==> src/cspsc_defs.vh <==
// Constants for the clock switch and power save controller
`ifndef CSPSC_DEFS_VH
`define CSPSC_DEFS_VH
`define CSPSC_SEL_FRC 3'h0
`define CSPSC_SEL_FAST_RC_MULTIPLIED 3'h1
`define CSPSC_SEL_PRI 3'h2
`define CSPSC_SEL_PRIPLL 3'h3
`define CSPSC_SEL_SEC 3'h4
`define CSPSC_SEL_LOW_POWER_RC_OSC 3'h5
`define CSPSC_SEL_FRC16 3'h6
`define CSPSC_SEL_FRCN 3'h7
`define CSPSC_SETTLE_CYCLES 4'hA
`define CSPSC_ST_IDLE 3'h0
`define CSPSC_ST_START 3'h1
`define CSPSC_ST_COUNT 3'h2
`define CSPSC_ST_DONE 3'h3
`define CSPSC_PS_RUN 2'h0
`define CSPSC_PS_SLEEP 2'h1
`define CSPSC_PS_IDLE 2'h2
`define CSPSC_OSC_FRC 0
`define CSPSC_OSC_PRI 1
`define CSPSC_OSC_SEC 2
`define CSPSC_OSC_LOW_POWER_RC_OSC 3
`define CSPSC_OSC_PLL 4
`endif

==> src/cspsc_edge_count.v <==
// Counter of rising edges of the incoming new source clock
`timescale 1ns/100ps
`include "cspsc_defs.vh"
module cspsc_edge_count #(
    parameter CW = 4
) (
    clk,
    rst,
    clr,
    src_clk_lvl,
    target,
    done
);
    input wire clk;
    input wire rst;
    input wire clr;
    input wire src_clk_lvl;
    input wire [CW-1:0] target;
    output reg done;

    reg sync1_r;
    reg sync2_r;
    reg sync3_r;
    reg [CW-1:0] cnt_r;

    // The source clock is sampled as a level; first flop feeds only the second
    always @(posedge clk) begin
        if (rst) begin
            sync1_r <= 1'b0;
            sync2_r <= 1'b0;
            sync3_r <= 1'b0;
            cnt_r <= {CW{1'b0}};
            done <= 1'b0;
        end else begin
            sync1_r <= src_clk_lvl;
            sync2_r <= sync1_r;
            sync3_r <= sync2_r;
            if (clr) begin
                cnt_r <= {CW{1'b0}};
                done <= 1'b0;
            end else if (sync2_r && !sync3_r && !done) begin
                cnt_r <= cnt_r + {{(CW-1){1'b0}}, 1'b1};
                if (cnt_r + {{(CW-1){1'b0}}, 1'b1} == target) begin
                    done <= 1'b1;
                end
            end
        end
    end
endmodule

==> src/cspsc_top.v <==
// Clock switching, fail-safe fallback and sleep/idle control
`timescale 1ns/100ps
`include "cspsc_defs.vh"
module cspsc_top (
    clk,
    rst,
    switch_enable_config_n,
    reset_clock_source_config,
    wdt_enabled,
    sel_wr,
    sel_wr_data,
    req_wr,
    req_wr_data,
    secondary_osc_enable,
    clock_fail_flag_clr,
    osc_running,
    crystal_startup_done,
    pll_locked,
    new_clk_lvl,
    osc_fail,
    ps_exec,
    ps_sleep_sel,
    irq_wake,
    wdt_timeout,
    requested_clock_select,
    active_clock_select,
    switch_request_flag,
    clock_fail_flag,
    lock_status,
    osc_enable,
    clock_fail_trap,
    wdt_clear,
    sys_clk_gate_en,
    cpu_clk_en,
    periph_clk_en,
    in_sleep,
    in_idle,
    wake_pulse
);
    input wire clk;
    input wire rst;
    input wire switch_enable_config_n;
    input wire [2:0] reset_clock_source_config;
    input wire wdt_enabled;
    input wire sel_wr;
    input wire [2:0] sel_wr_data;
    input wire req_wr;
    input wire req_wr_data;
    input wire secondary_osc_enable;
    input wire clock_fail_flag_clr;
    input wire [4:0] osc_running;
    input wire crystal_startup_done;
    input wire pll_locked;
    input wire new_clk_lvl;
    input wire osc_fail;
    input wire ps_exec;
    input wire ps_sleep_sel;
    input wire irq_wake;
    input wire wdt_timeout;
    output reg [2:0] requested_clock_select;
    output reg [2:0] active_clock_select;
    output reg switch_request_flag;
    output reg clock_fail_flag;
    output reg lock_status;
    output reg [4:0] osc_enable;
    output reg clock_fail_trap;
    output reg wdt_clear;
    output reg sys_clk_gate_en;
    output reg cpu_clk_en;
    output reg periph_clk_en;
    output reg in_sleep;
    output reg in_idle;
    output reg wake_pulse;

    reg [2:0] sw_state_r;
    reg [1:0] ps_state_r;
    reg wake_pend_r;
    reg cfg_taken_r;
    reg cnt_clr_r;
    reg xtal_warm_r;
    wire cnt_done;
    wire sw_en;
    wire [2:0] fallback_sel;
    wire need_pll;
    wire need_xtal;
    wire low_power_rc_osc_keep;
    reg [4:0] osc_need_nxt;

    assign sw_en = !switch_enable_config_n;
    assign fallback_sel = (active_clock_select == `CSPSC_SEL_PRIPLL ||
        active_clock_select == `CSPSC_SEL_FAST_RC_MULTIPLIED) ?
        `CSPSC_SEL_FAST_RC_MULTIPLIED : `CSPSC_SEL_FRC;
    assign need_pll = (requested_clock_select == `CSPSC_SEL_PRIPLL) ||
        (requested_clock_select == `CSPSC_SEL_FAST_RC_MULTIPLIED);
    assign need_xtal = (requested_clock_select == `CSPSC_SEL_PRI) ||
        (requested_clock_select == `CSPSC_SEL_PRIPLL);
    // Monitor keeps the low-power RC outside sleep; watchdog keeps it always
    assign low_power_rc_osc_keep = wdt_enabled || (sw_en && ps_state_r != `CSPSC_PS_SLEEP);

    cspsc_edge_count #(
        .CW(4)
    ) u_cnt (
        .clk(clk),
        .rst(rst),
        .clr(cnt_clr_r),
        .src_clk_lvl(new_clk_lvl),
        .target(`CSPSC_SETTLE_CYCLES),
        .done(cnt_done)
    );

    function [4:0] osc_for;
        input [2:0] sel;
        begin
            osc_for = 5'h00;
            case (sel)
                `CSPSC_SEL_FRC, `CSPSC_SEL_FRC16, `CSPSC_SEL_FRCN: begin
                    osc_for[`CSPSC_OSC_FRC] = 1'b1;
                end
                `CSPSC_SEL_FAST_RC_MULTIPLIED: begin
                    osc_for[`CSPSC_OSC_FRC] = 1'b1;
                    osc_for[`CSPSC_OSC_PLL] = 1'b1;
                end
                `CSPSC_SEL_PRI: begin
                    osc_for[`CSPSC_OSC_PRI] = 1'b1;
                end
                `CSPSC_SEL_PRIPLL: begin
                    osc_for[`CSPSC_OSC_PRI] = 1'b1;
                    osc_for[`CSPSC_OSC_PLL] = 1'b1;
                end
                `CSPSC_SEL_SEC: begin
                    osc_for[`CSPSC_OSC_SEC] = 1'b1;
                end
                default: begin
                    osc_for[`CSPSC_OSC_LOW_POWER_RC_OSC] = 1'b1;
                end
            endcase
        end
    endfunction

    ////////////////////////////////////////////////////////////////////////////
    // Oscillator enables; old source drops once active select moves on
    always @* begin
        osc_need_nxt = osc_for(active_clock_select);
        if (sw_state_r != `CSPSC_ST_IDLE) begin
            osc_need_nxt = osc_need_nxt | osc_for(requested_clock_select);
        end
        if (ps_state_r == `CSPSC_PS_SLEEP) begin
            osc_need_nxt = 5'h00;
        end
        if (low_power_rc_osc_keep) begin
            osc_need_nxt[`CSPSC_OSC_LOW_POWER_RC_OSC] = 1'b1;
        end
        if (secondary_osc_enable) begin
            osc_need_nxt[`CSPSC_OSC_SEC] = 1'b1;
        end
    end

    ////////////////////////////////////////////////////////////////////////////
    // Switch sequencer and control/status bits
    always @(posedge clk) begin
        if (rst) begin
            cfg_taken_r <= 1'b0;
            requested_clock_select <= `CSPSC_SEL_FRCN;
            active_clock_select <= `CSPSC_SEL_FRCN;
            switch_request_flag <= 1'b0;
            clock_fail_flag <= 1'b0;
            lock_status <= 1'b0;
            clock_fail_trap <= 1'b0;
            sw_state_r <= `CSPSC_ST_IDLE;
            cnt_clr_r <= 1'b1;
            xtal_warm_r <= 1'b0;
            osc_enable <= 5'h00;
        end else begin
            clock_fail_trap <= 1'b0;
            cnt_clr_r <= 1'b1;
            osc_enable <= osc_need_nxt;
            lock_status <= pll_locked && (sw_state_r != `CSPSC_ST_START || !need_pll);
            // Strap sampled after reset release, not under reset
            if (!cfg_taken_r) begin
                cfg_taken_r <= 1'b1;
                active_clock_select <= reset_clock_source_config;
                requested_clock_select <= reset_clock_source_config;
            end else if (!sw_en) begin
                active_clock_select <= reset_clock_source_config;
                switch_request_flag <= 1'b0;
                sw_state_r <= `CSPSC_ST_IDLE;
            end else begin
                // Software writes to select are assumed to follow unlock
                if (sel_wr && sw_state_r == `CSPSC_ST_IDLE) begin
                    requested_clock_select <= sel_wr_data;
                end
                if (clock_fail_flag_clr) begin
                    clock_fail_flag <= 1'b0;
                end
                if (osc_fail && ps_state_r != `CSPSC_PS_SLEEP) begin
                    // Fallback overrides any switch in flight
                    clock_fail_flag <= 1'b1;
                    clock_fail_trap <= 1'b1;
                    active_clock_select <= fallback_sel;
                    requested_clock_select <= fallback_sel;
                    switch_request_flag <= 1'b0;
                    sw_state_r <= `CSPSC_ST_IDLE;
                end else begin
                    case (sw_state_r)
                        `CSPSC_ST_IDLE: begin
                            if (req_wr && req_wr_data) begin
                                switch_request_flag <= 1'b1;
                                sw_state_r <= `CSPSC_ST_DONE;
                            end
                            if (switch_request_flag) begin
                                if (requested_clock_select == active_clock_select) begin
                                    switch_request_flag <= 1'b0;
                                    sw_state_r <= `CSPSC_ST_IDLE;
                                end else begin
                                    lock_status <= 1'b0;
                                    // A crystal already running needs no startup wait
                                    xtal_warm_r <= osc_running[`CSPSC_OSC_PRI];
                                    if (!(clock_fail_flag_clr == 1'b0 && osc_fail)) begin
                                        clock_fail_flag <= 1'b0;
                                    end
                                    sw_state_r <= `CSPSC_ST_START;
                                end
                            end
                        end
                        `CSPSC_ST_START: begin
                            if ((!need_xtal || xtal_warm_r || crystal_startup_done) &&
                                (!need_pll || pll_locked)) begin
                                cnt_clr_r <= 1'b0;
                                sw_state_r <= `CSPSC_ST_COUNT;
                            end
                        end
                        `CSPSC_ST_COUNT: begin
                            cnt_clr_r <= 1'b0;
                            if (cnt_done) begin
                                active_clock_select <= requested_clock_select;
                                switch_request_flag <= 1'b0;
                                sw_state_r <= `CSPSC_ST_IDLE;
                            end
                        end
                        `CSPSC_ST_DONE: begin
                            sw_state_r <= `CSPSC_ST_IDLE;
                        end
                        default: begin
                            sw_state_r <= `CSPSC_ST_IDLE;
                        end
                    endcase
                end
            end
        end
    end

    ////////////////////////////////////////////////////////////////////////////
    // Sleep and idle; the active select is untouched so wake resumes on it
    always @(posedge clk) begin
        if (rst) begin
            ps_state_r <= `CSPSC_PS_RUN;
            wake_pend_r <= 1'b0;
            wdt_clear <= 1'b0;
            sys_clk_gate_en <= 1'b1;
            cpu_clk_en <= 1'b1;
            periph_clk_en <= 1'b1;
            in_sleep <= 1'b0;
            in_idle <= 1'b0;
            wake_pulse <= 1'b0;
        end else begin
            wdt_clear <= 1'b0;
            wake_pulse <= 1'b0;
            case (ps_state_r)
                `CSPSC_PS_RUN: begin
                    if (ps_exec) begin
                        // Interrupt during entry is held, not dropped
                        wake_pend_r <= irq_wake;
                        wdt_clear <= 1'b1;
                        cpu_clk_en <= 1'b0;
                        if (ps_sleep_sel) begin
                            ps_state_r <= `CSPSC_PS_SLEEP;
                            sys_clk_gate_en <= 1'b0;
                            periph_clk_en <= 1'b0;
                            in_sleep <= 1'b1;
                        end else begin
                            ps_state_r <= `CSPSC_PS_IDLE;
                            in_idle <= 1'b1;
                        end
                    end
                end
                `CSPSC_PS_SLEEP, `CSPSC_PS_IDLE: begin
                    if (irq_wake || wdt_timeout || wake_pend_r) begin
                        ps_state_r <= `CSPSC_PS_RUN;
                        wake_pend_r <= 1'b0;
                        sys_clk_gate_en <= 1'b1;
                        cpu_clk_en <= 1'b1;
                        periph_clk_en <= 1'b1;
                        in_sleep <= 1'b0;
                        in_idle <= 1'b0;
                        wake_pulse <= 1'b1;
                    end
                end
                default: begin
                    ps_state_r <= `CSPSC_PS_RUN;
                end
            endcase
        end
    end
endmodule

==> config.mk <==
export PLATFORM = sky130hd
export DESIGN_NAME = cspsc_top
export DESIGN_NICKNAME = d
export VERILOG_FILES = /design/src/cspsc_edge_count.v /design/src/cspsc_top.v
export VERILOG_INCLUDE_DIRS = /design/src
export SDC_FILE = /design/constraint.sdc
export NUM_CORES = 1
export LEC_CHECK = 0
export BUFFER_PORTS_ARGS = -buffer_cell sky130_fd_sc_hd__buf_2
export CAP_MARGIN = 15
export CORE_ASPECT_RATIO = 0.7
export CORE_MARGIN = 8
export CORE_UTILIZATION = 47
export DETAILED_ROUTE_END_ITERATION = 10
export PLACE_DENSITY_LB_ADDON = 0.25
export SETUP_SLACK_MARGIN = 0.02
export SLEW_MARGIN = 20
export SYNTH_ARGS = -nofsm -noshare
export SYNTH_HDL_FRONTEND = slang
export SYNTH_SLANG_ARGS = --single-unit
export TNS_END_PERCENT = 100
==> constraint.sdc <==
create_clock -name clk -period 1.55 [get_ports clk]
set_input_delay 0.155 -clock clk [delete_from_list [all_inputs] [get_ports clk]]
set_output_delay 0.155 -clock clk [all_outputs]
set_load 0.03 [all_outputs]
# == After elaboration in Yosys (flattened, before gate mapping) ==
# Index checks and enable logic that the tools add are counted.
# classes
addsub,1
n_mux,81
n_eq_ne,31
n_reduce_logical,57
bitwise,8
# ops
cell,count
$mux 1,52
$mux 3,15
$eq 3x3->1 const B,6
$reduce_or 2->1,9
$eq 3x2->1 const B,5
$pmux 1 s2,7
$reduce_or 7->1,2
$reduce_and 4->1,3
$reduce_or 4->1,3
$logic_or 1x1->1,10
$ne 2x2->1 const B,5
$reduce_and 2->1,5
$eq 3x1->1 const B,3
$logic_and 1x1->1,9
$logic_not 3->1,3
$pmux 3 s3,1
$ne 4x2->1 const B,2
$not 1->1,7
$mux 2,3
$ne 3x1->1 const B,2
$reduce_and 3->1,2
$reduce_and 6->1,1
$logic_not 1->1,5
$mux 5,1
other kinds (17),17
# totals
reg_bits,38
wordCells,203
out_inout_bits,22

# == Depth between registers and ports, before layout ==
# Gate-level depths: netlist (run 1).
# logic_depth
word_depth,11
ltp_mapped,7
depth_no_buf,6

# == Cells and area by module ==
# A second synthesis (run 1) with hierarchy kept.
# hier_totals
cells_unflattened,216
area_unflattened_um2,1844.3
# by_module_without_submodules
module,seq_area_each_um2,area_each_um2,instances,cells_per_inst
cspsc_top,580.6,1485.2,1,179
cspsc_edge_count,160.2,359.1,1,37

# == Worst setup path before layout (run 1) ==
# OpenSTA, ideal clock, no wires.
# synth_timing
kind,reg2reg
start,register ps_state_r[0]
end,register ps_state_r[1]
setup_ns,0.129
path_stages_with_launch,8
period_less_slack_ns,1.456
arrival_ns,1.327
setup_slack_ns,0.094
cell_sequence,dfxtp_1 -> inv_1 -> ha_1 -> buf_2 -> nor2b_1 -> a21oi_1 -> mux2i_1 -> nor2_1
# synth_between
elab_chain_len,4
elab_cells_between_ends,8
# synth_rtl
element,line_no,source
"start, declared",cspsc_top.v:76,reg [1:0] ps_state_r;
"start signal, assigned",cspsc_top.v:256,ps_state_r <= `CSPSC_PS_RUN;
"start signal, assigned",cspsc_top.v:276,ps_state_r <= `CSPSC_PS_SLEEP;
"start signal, assigned",cspsc_top.v:281,ps_state_r <= `CSPSC_PS_IDLE;
$eq 2x1->1 or $eq 2x2->1 (tied branches),cspsc_top.v:268,case (ps_state_r)
$reduce_or 2->1,cspsc_top.v:268,
$ne 2x2->1 (no source line),-,
$reduce_and 2->1 (no source line),-,
# Several ways; a longest one is shown, not always the timed one.
# A chain may end at the register's enable or synchronous reset.

# == Worst setup path in the final report (run 1) ==
# layout_timing
start,register ps_state_r[1]
end,register active_clock_select[0]
# layout_between
elab_chain_len,5
elab_cells_between_ends,8
# layout_rtl
element,line_no,source
$ne 2x1->1 (no source line) *,-,
$logic_and 1x1->1 (no source line) *,-,
$mux 3,cspsc_top.v:195,if (osc_fail && ps_state_r != `CSPSC_PS_SLEEP) begin
$mux 3,cspsc_top.v:183,end else if (!sw_en) begin
$mux 3,cspsc_top.v:179,if (!cfg_taken_r) begin
"end signal, assigned",cspsc_top.v:181,active_clock_select <= reset_clock_source_config;
"end signal, assigned",cspsc_top.v:184,active_clock_select <= reset_clock_source_config;
"end signal, assigned",cspsc_top.v:199,active_clock_select <= fallback_sel;
"end, declared",cspsc_top.v:61,output reg [2:0] active_clock_select;
# Every way passes the cells marked *; elsewhere a longest branch is shown, timed or not.

==> flow_metrics.env, run 1 <==
export IMPL_final_nets=290
export IMPL_start_util_pct=47.89
export IMPL_cp_required_ns=1.76
export IMPL_areaGrowthSynthToFinish_pct=24.56
export IMPL_cts_max_level=2
export IMPL_dp_cells=301
export IMPL_postSynthCellCount=206
export IMPL_crit_type="reg -> reg"
export IMPL_crit_fanout=8
export IMPL_synth_top_area_cell="dfxtp_1"
export IMPL_via_per_inst=5.242
export IMPL_antenna_found_initial=0
export IMPL_yosys_top_cells_area="dfxtp_1 (40%), a21oi_1 (3.5%), nor2_1 (3.5%), nor2b_1 (3.4%), xor2_1 (3.3%)"
export IMPL_vdd_ir_drop_max_v=0.0005534
export IMPL_cts_max_path_buffers=2
export IMPL_synth_xor_area_share_pct=4.274
export IMPL_drt_wirelength_per_cell_um=14.46
export IMPL_final_setup_viol_count=0
export IMPL_grt_pass1_vias=1463
export IMPL_ctsHoldBuffers=0
export IMPL_ant_nets=0
export IMPL_r2r_start="ps_state_r[1]"
export IMPL_endpoint_kind="register"
export IMPL_synth_top_area_share_pct=40.16
export IMPL_leakage_nw=0.9580
export IMPL_finalHoldViolCount=0
export IMPL_ys_flop_type="dfxtp_1"
export IMPL_die_x_um=90.87
export IMPL_core_area_um2=3851
export IMPL_worst_hold_path_type="in -> reg"
export IMPL_fin_hold_ws_ns=0.06291
export IMPL_worst_ep_arrival_time_ns=1.74
export IMPL_ys_warnings_count=0
export IMPL_crit_path_start_kind="register"
export IMPL_synth_compound_area_share_pct=16.42
export IMPL_wirelength_um=4483
export IMPL_final_cell_mix="buf_2 (45), dfxtp_1 (35), nor2_1 (17)"
export IMPL_synth_top_family_by_area="simple AND/OR/NAND/NOR gates"
export IMPL_grt_max_degree=13
export IMPL_synth_area_per_cell_um2=8.953
export IMPL_pre_cts_ws_ns=0.03866
export IMPL_synthDistinctLibCells=49
export IMPL_cts_buffers=5
export IMPL_drc_errors=0
export IMPL_cts_tree="built"
export IMPL_clk_pin_slew_ns=0.08
export IMPL_synth_seq_cells=37
export IMPL_r2r_setup_slack_ns=0.02
export IMPL_worst_pin_slew_ns=0.6181
export IMPL_drv_cap=0
export IMPL_drive_gt1_share_pct=34.11
export IMPL_slew_violations=0
export IMPL_min_period_ns=1.525
export IMPL_hp_start="secondary_osc_enable"
export IMPL_clock_latency_ns=0.29
export IMPL_rr_worst_depth=7
export IMPL_io_buffer_count=45
export IMPL_mostFrequentLayoutCell="buf_2"
export IMPL_fmax_ghz=0.6557
export IMPL_status="complete, no violations"
export IMPL_cts_root_buf="clkbuf_8"
export IMPL_relSlewSlack_pct=58.48
export IMPL_synth_seq_area_share_pct=40.16
export IMPL_gp_congestion=0.8580
export IMPL_final_cells=310
export IMPL_grt_pass1_wl_um=6762
export IMPL_die_h_um=68.41
export IMPL_async_flop_share_pct=0
export IMPL_p_per_area_nw_per_um2=1040
export IMPL_synth_mux_area_share_pct=3.324
export IMPL_die_area_um2=6216
export IMPL_worst_slack_ns=0.02484
export IMPL_syn_area_um2=1844
export IMPL_cts_sinks=37
export IMPL_synthesis_nets=238
export IMPL_skew_ns=0.008633
export IMPL_diodes=0
export IMPL_post_route_util_pct=59.65
export IMPL_rows=19
export IMPL_num_vias=1625
export IMPL_synthSimpleGateAreaFrac_pct=26.39
export IMPL_hold_path_depth=2
export IMPL_r2r_end="active_clock_select[0]"
export IMPL_synth_adder_area_share_pct=2.714
export IMPL_hpwl_um=3310
export IMPL_ios=50
export IMPL_drtIter0Drc=110
export IMPL_grt_usage_pct=13.75
export IMPL_period_share_pct=98.40
export IMPL_synth_edf_count=0
export IMPL_grt_setup_unrepaired="true"
export IMPL_min_to="osc_enable[2]"
export IMPL_gr_total_overflow=0
export IMPL_firstDrtPassIters=4
export IMPL_nFillCells=365
[state kept, by name, summed over array words and instances (netlist names), 2 cells and up]
signal	cells
osc_enable	5
u_cnt.cnt_r	4
active_clock_select	3
requested_clock_select	3
ps_state_r	2
sw_state_r	2
[cell usage after synthesis (all sizes together) (2+ instances only)]
master	n
dfxtp	37
nor2	17
a21oi	13
nand2	13
o21ai	12
buf	11
nor3	11
nor2b	10
inv	9
nor3b	8
xor2	7
nand3	6
a31oi	5
mux2i	5
nand2b	5
ha	4
nor4b	3
a211o	2
and2b	2
and3	2
nand4	2
o21bai	2
o2bb2ai	2
xnor2	2
[layer usage]
metal	vias up	part of all wire, %	track usage (%)
li1	825	-	-
met1	746	48	17.52
met2	50	43	21.14
met3	4	8.3	4.819
met4	0	0.89	5.477
met5	-	0	0
[per-stage QoR]
| step | cell area (µm²) | setup TNS, ns | power [mW] |
|---|---|---|---|
| 2_1_floorplan | 1844 | 0 | 1.421 |
| 3_3_place_gp | 2123 | 0 | 1.568 |
| 3_5_place_dp | 2123 | 0 | 1.570 |
| 4_1_cts | 2233 | 0 | 2.370 |
| 5_1_grt | 2297 | -0.04668 | 2.501 |
| 6_report | 2297 | 0 | 2.389 |
[kinds of logic after synthesis]
group	after synthesis
simple gates	82
xor+xnor	9
mux	6
fa+ha+maj	4
flops	37
buf+inv	22
compound gates	46
[power by group]
group / total (mW) / switching (mW) / internal (mW)
combinational: 0.534 / 0.319 / 0.215
clock: 0.803 / 0.335 / 0.468
sequential: 1.05 / 0.0409 / 1.01
[cell type report]
type                    count  area, µm²  share of cell area (%)
multi-input cells         147       1032                   44.93
flip-flops and latches     37      743.2                   32.35
repair buffers             57      315.3                   13.73
clock buffers               5      68.82                   2.996
well taps                  52      65.06                   2.832
inverters                  10      37.54                   1.634
clock inverters             2      35.03                   1.525
[worst max-delay path, stage by stage (launching register included)]
cell	delay, ns
dfxtp_2	0.33
inv_1	0.05
ha_2	0.17
nor2b_1	0.14
buf_4	0.19
nor2_1	0.08
a211o_2	0.31
a41oi_2	0.18
[worst max path at each step]
stage | startpoint | to | slack, ns | cells past startpoint
6_report | ps_state_r[1] | active_clock_select[0] | 0.02 | 7
5_1_grt | ps_state_r[1] | active_clock_select[0] | -0.03 | 7
4_1_cts | ps_state_r[1] | requested_clock_select[0] | 0.03 | 7
3_5_place_dp | ps_state_r[1] | requested_clock_select[0] | 0.04 | 7
3_3_place_gp | ps_state_r[0] | periph_clk_en | 0.05 | 5
2_1_floorplan | ps_state_r[0] | ps_state_r[1] | 0.09 | 7
[what timing repair did]
action	CTS	global route
cloned	0	0
setup endpoints to repair	1	10
setup buffers	0	2
resized for setup	1	14
pin swaps	0	2
No activity file was read; power rests on OpenSTA's default activity.
==> run 2: changes to the inputs <==
--- a/config.mk
+++ b/config.mk
@@ -10,7 +10,7 @@
 export CAP_MARGIN = 15
 export CORE_ASPECT_RATIO = 0.7
 export CORE_MARGIN = 8
-export CORE_UTILIZATION = 47
+export CORE_UTILIZATION = 39
 export DETAILED_ROUTE_END_ITERATION = 10
 export PLACE_DENSITY_LB_ADDON = 0.25
 export SETUP_SLACK_MARGIN = 0.02
==> run 2 against run 1 <==
Net effect: die area grew 16%; count of clock-buffer cells in the layout grew 1; largest cell class unchanged; combinational power grew 4.7%; non-clock buffer count grew 5; flip-flop and latch count is the same.
==> flow_metrics.env, run 2 (same netlist as run 1, synthesis figures left out) <==
export IMPL_final_cell_mix="buf_2 (45), dfxtp_1 (34), nor2_1 (16), buf_4 (16)"
export IMPL_hold_path_depth=2
export IMPL_grt_max_degree=13
export IMPL_num_vias=1628
export IMPL_relSlewSlack_pct=66.29
export IMPL_clock_latency_ns=0.29
export IMPL_crit_path_start_kind="register"
export IMPL_core_area_um2=4677
export IMPL_vdd_ir_drop_max_v=0.0005707
export IMPL_largest_register_ffs=5
export IMPL_die_area_um2=7220
export IMPL_fmax_ghz=0.6869
export IMPL_drt_wirelength_per_cell_um=14.89
export IMPL_finalHoldViolCount=0
export IMPL_cts_tree="built"
export IMPL_cp_required_ns=1.77
export IMPL_dp_cells=312
export IMPL_leakage_nw=0.9883
export IMPL_ctsHoldBuffers=0
export IMPL_areaGrowthSynthToFinish_pct=29.78
export IMPL_io_buffer_count=45
export IMPL_nFillCells=451
export IMPL_ios=50
export IMPL_crit_fanout=7
export IMPL_antenna_found_initial=0
export IMPL_wirelength_um=4779
export IMPL_cts_max_path_buffers=2
export IMPL_min_period_ns=1.456
export IMPL_gp_congestion=0.8600
export IMPL_skew_ns=0.007429
export IMPL_wl_met3_um=212
export IMPL_worst_hold_path_type="in -> reg"
export IMPL_grt_usage_pct=13.56
export IMPL_status="complete, no violations"
export IMPL_final_setup_viol_count=0
export IMPL_reg_top3="osc_enable (5), u_cnt.cnt_r (4)"
export IMPL_worst_pin_slew_ns=0.4987
export IMPL_ant_nets=0
export IMPL_start_util_pct=39.43
export IMPL_highest_layer="met4"
export IMPL_cts_root_buf="clkbuf_8"
export IMPL_final_nets=295
export IMPL_p_per_area_nw_per_um2=1043
export IMPL_grt_pass1_wl_um=7831
export IMPL_hpwl_um=3656
export IMPL_die_x_um=98.19
export IMPL_drtIter0Drc=81
export IMPL_regMostFlops="osc_enable"
export IMPL_fin_hold_ws_ns=0.06084
export IMPL_routed_wl_met2_um=2011
export IMPL_worst_ep_arrival_time_ns=1.67
export IMPL_setup_tns_final_ns=0
export IMPL_cts_buffers=5
export IMPL_drv_cap=0
export IMPL_drc_errors=0
export IMPL_firstDrtPassIters=4
export IMPL_cts_sinks=37
export IMPL_cts_max_level=2
export IMPL_die_h_um=73.54
export IMPL_endpoint_kind="register"
export IMPL_gr_total_overflow=0
export IMPL_rr_worst_depth=7
export IMPL_crit_type="reg -> reg"
export IMPL_drive_gt1_share_pct=38.26
export IMPL_final_cells=321
export IMPL_slew_violations=0
export IMPL_grt_pass1_vias=1573
export IMPL_diodes=0
export IMPL_mostFrequentLayoutCell="buf_2"
export IMPL_clk_pin_slew_ns=0.08
export IMPL_period_share_pct=93.93
export IMPL_via_per_inst=5.072
export IMPL_rows=21
export IMPL_grt_setup_unrepaired="false"
export IMPL_met1_length_um=2512
==> run 2: stage by stage <==
stage | total power [mW] | cell area (µm²) | setup slack (ns) | util (%)
after global placement | 1.590 | 2175 | 0.05607 | 46.50
after CTS | 2.472 | 2311 | 0.03027 | 49.41
final | 2.496 | 2394 | 0.09411 | 51.18
after global routing | 2.622 | 2394 | 0.03037 | 51.18
after detailed placement | 1.592 | 2175 | 0.02431 | 46.50
after floorplan | 1.421 | 1844 | 0.09421 | -
==> run 2: metal layers <==
metal  global-route usage, %  vias to the layer above
li1                        -                      835
met1                   18.37                      758
met2                   19.97                       30
met3                   4.257                        5
met4                   4.061                        0
met5                       0                        -
==> run 2: path summary, 6_finish.rpt <==
kind / start / to / slack (ns)
hold reg to reg: u_cnt.sync1_r / u_cnt.sync2_r / 0.44
hold / removal: secondary_osc_enable / osc_enable[2] / 0.06
setup / recovery: ps_state_r[1] / sw_state_r[0] / 0.09
setup reg to reg: ps_state_r[1] / sw_state_r[0] / 0.09
==> run 2: layout make-up <==
type,instances,area [µm²],area share [%]
multi-input cells,147,1064,44.43
flip-flops and latches,37,744.5,31.10
repair buffers,62,356.6,14.90
clock buffers,6,82.58,3.450
well taps,57,71.32,2.980
clock inverters,2,37.54,1.568
inverters,10,37.54,1.568
==> run 2: worst max-delay path, stage by stage, from the launching register on <==
cell	delay [ns]
dfxtp_2	0.32
inv_2	0.07
ha_4	0.12
nor2b_1	0.04
buf_4	0.16
buf_6	0.13
o41a_1	0.40
o22ai_1	0.13
==> run 2: report_power, final <==
group	internal (mW)	total, mW	switching (mW)	leakage, nW
Clock	0.523	0.879	0.356	0.0574
Combinational	0.234	0.559	0.325	0.626
Sequential	1.01	1.06	0.0453	0.305
==> run 2: what timing repair did <==
item / in CTS / in global routing
buffers inserted: 0 / 1
resized for setup: 2 / 22
endpoints found under the hold margin: 0 / 0
pin swaps: 0 / 3
setup endpoints to repair: 1 / 10
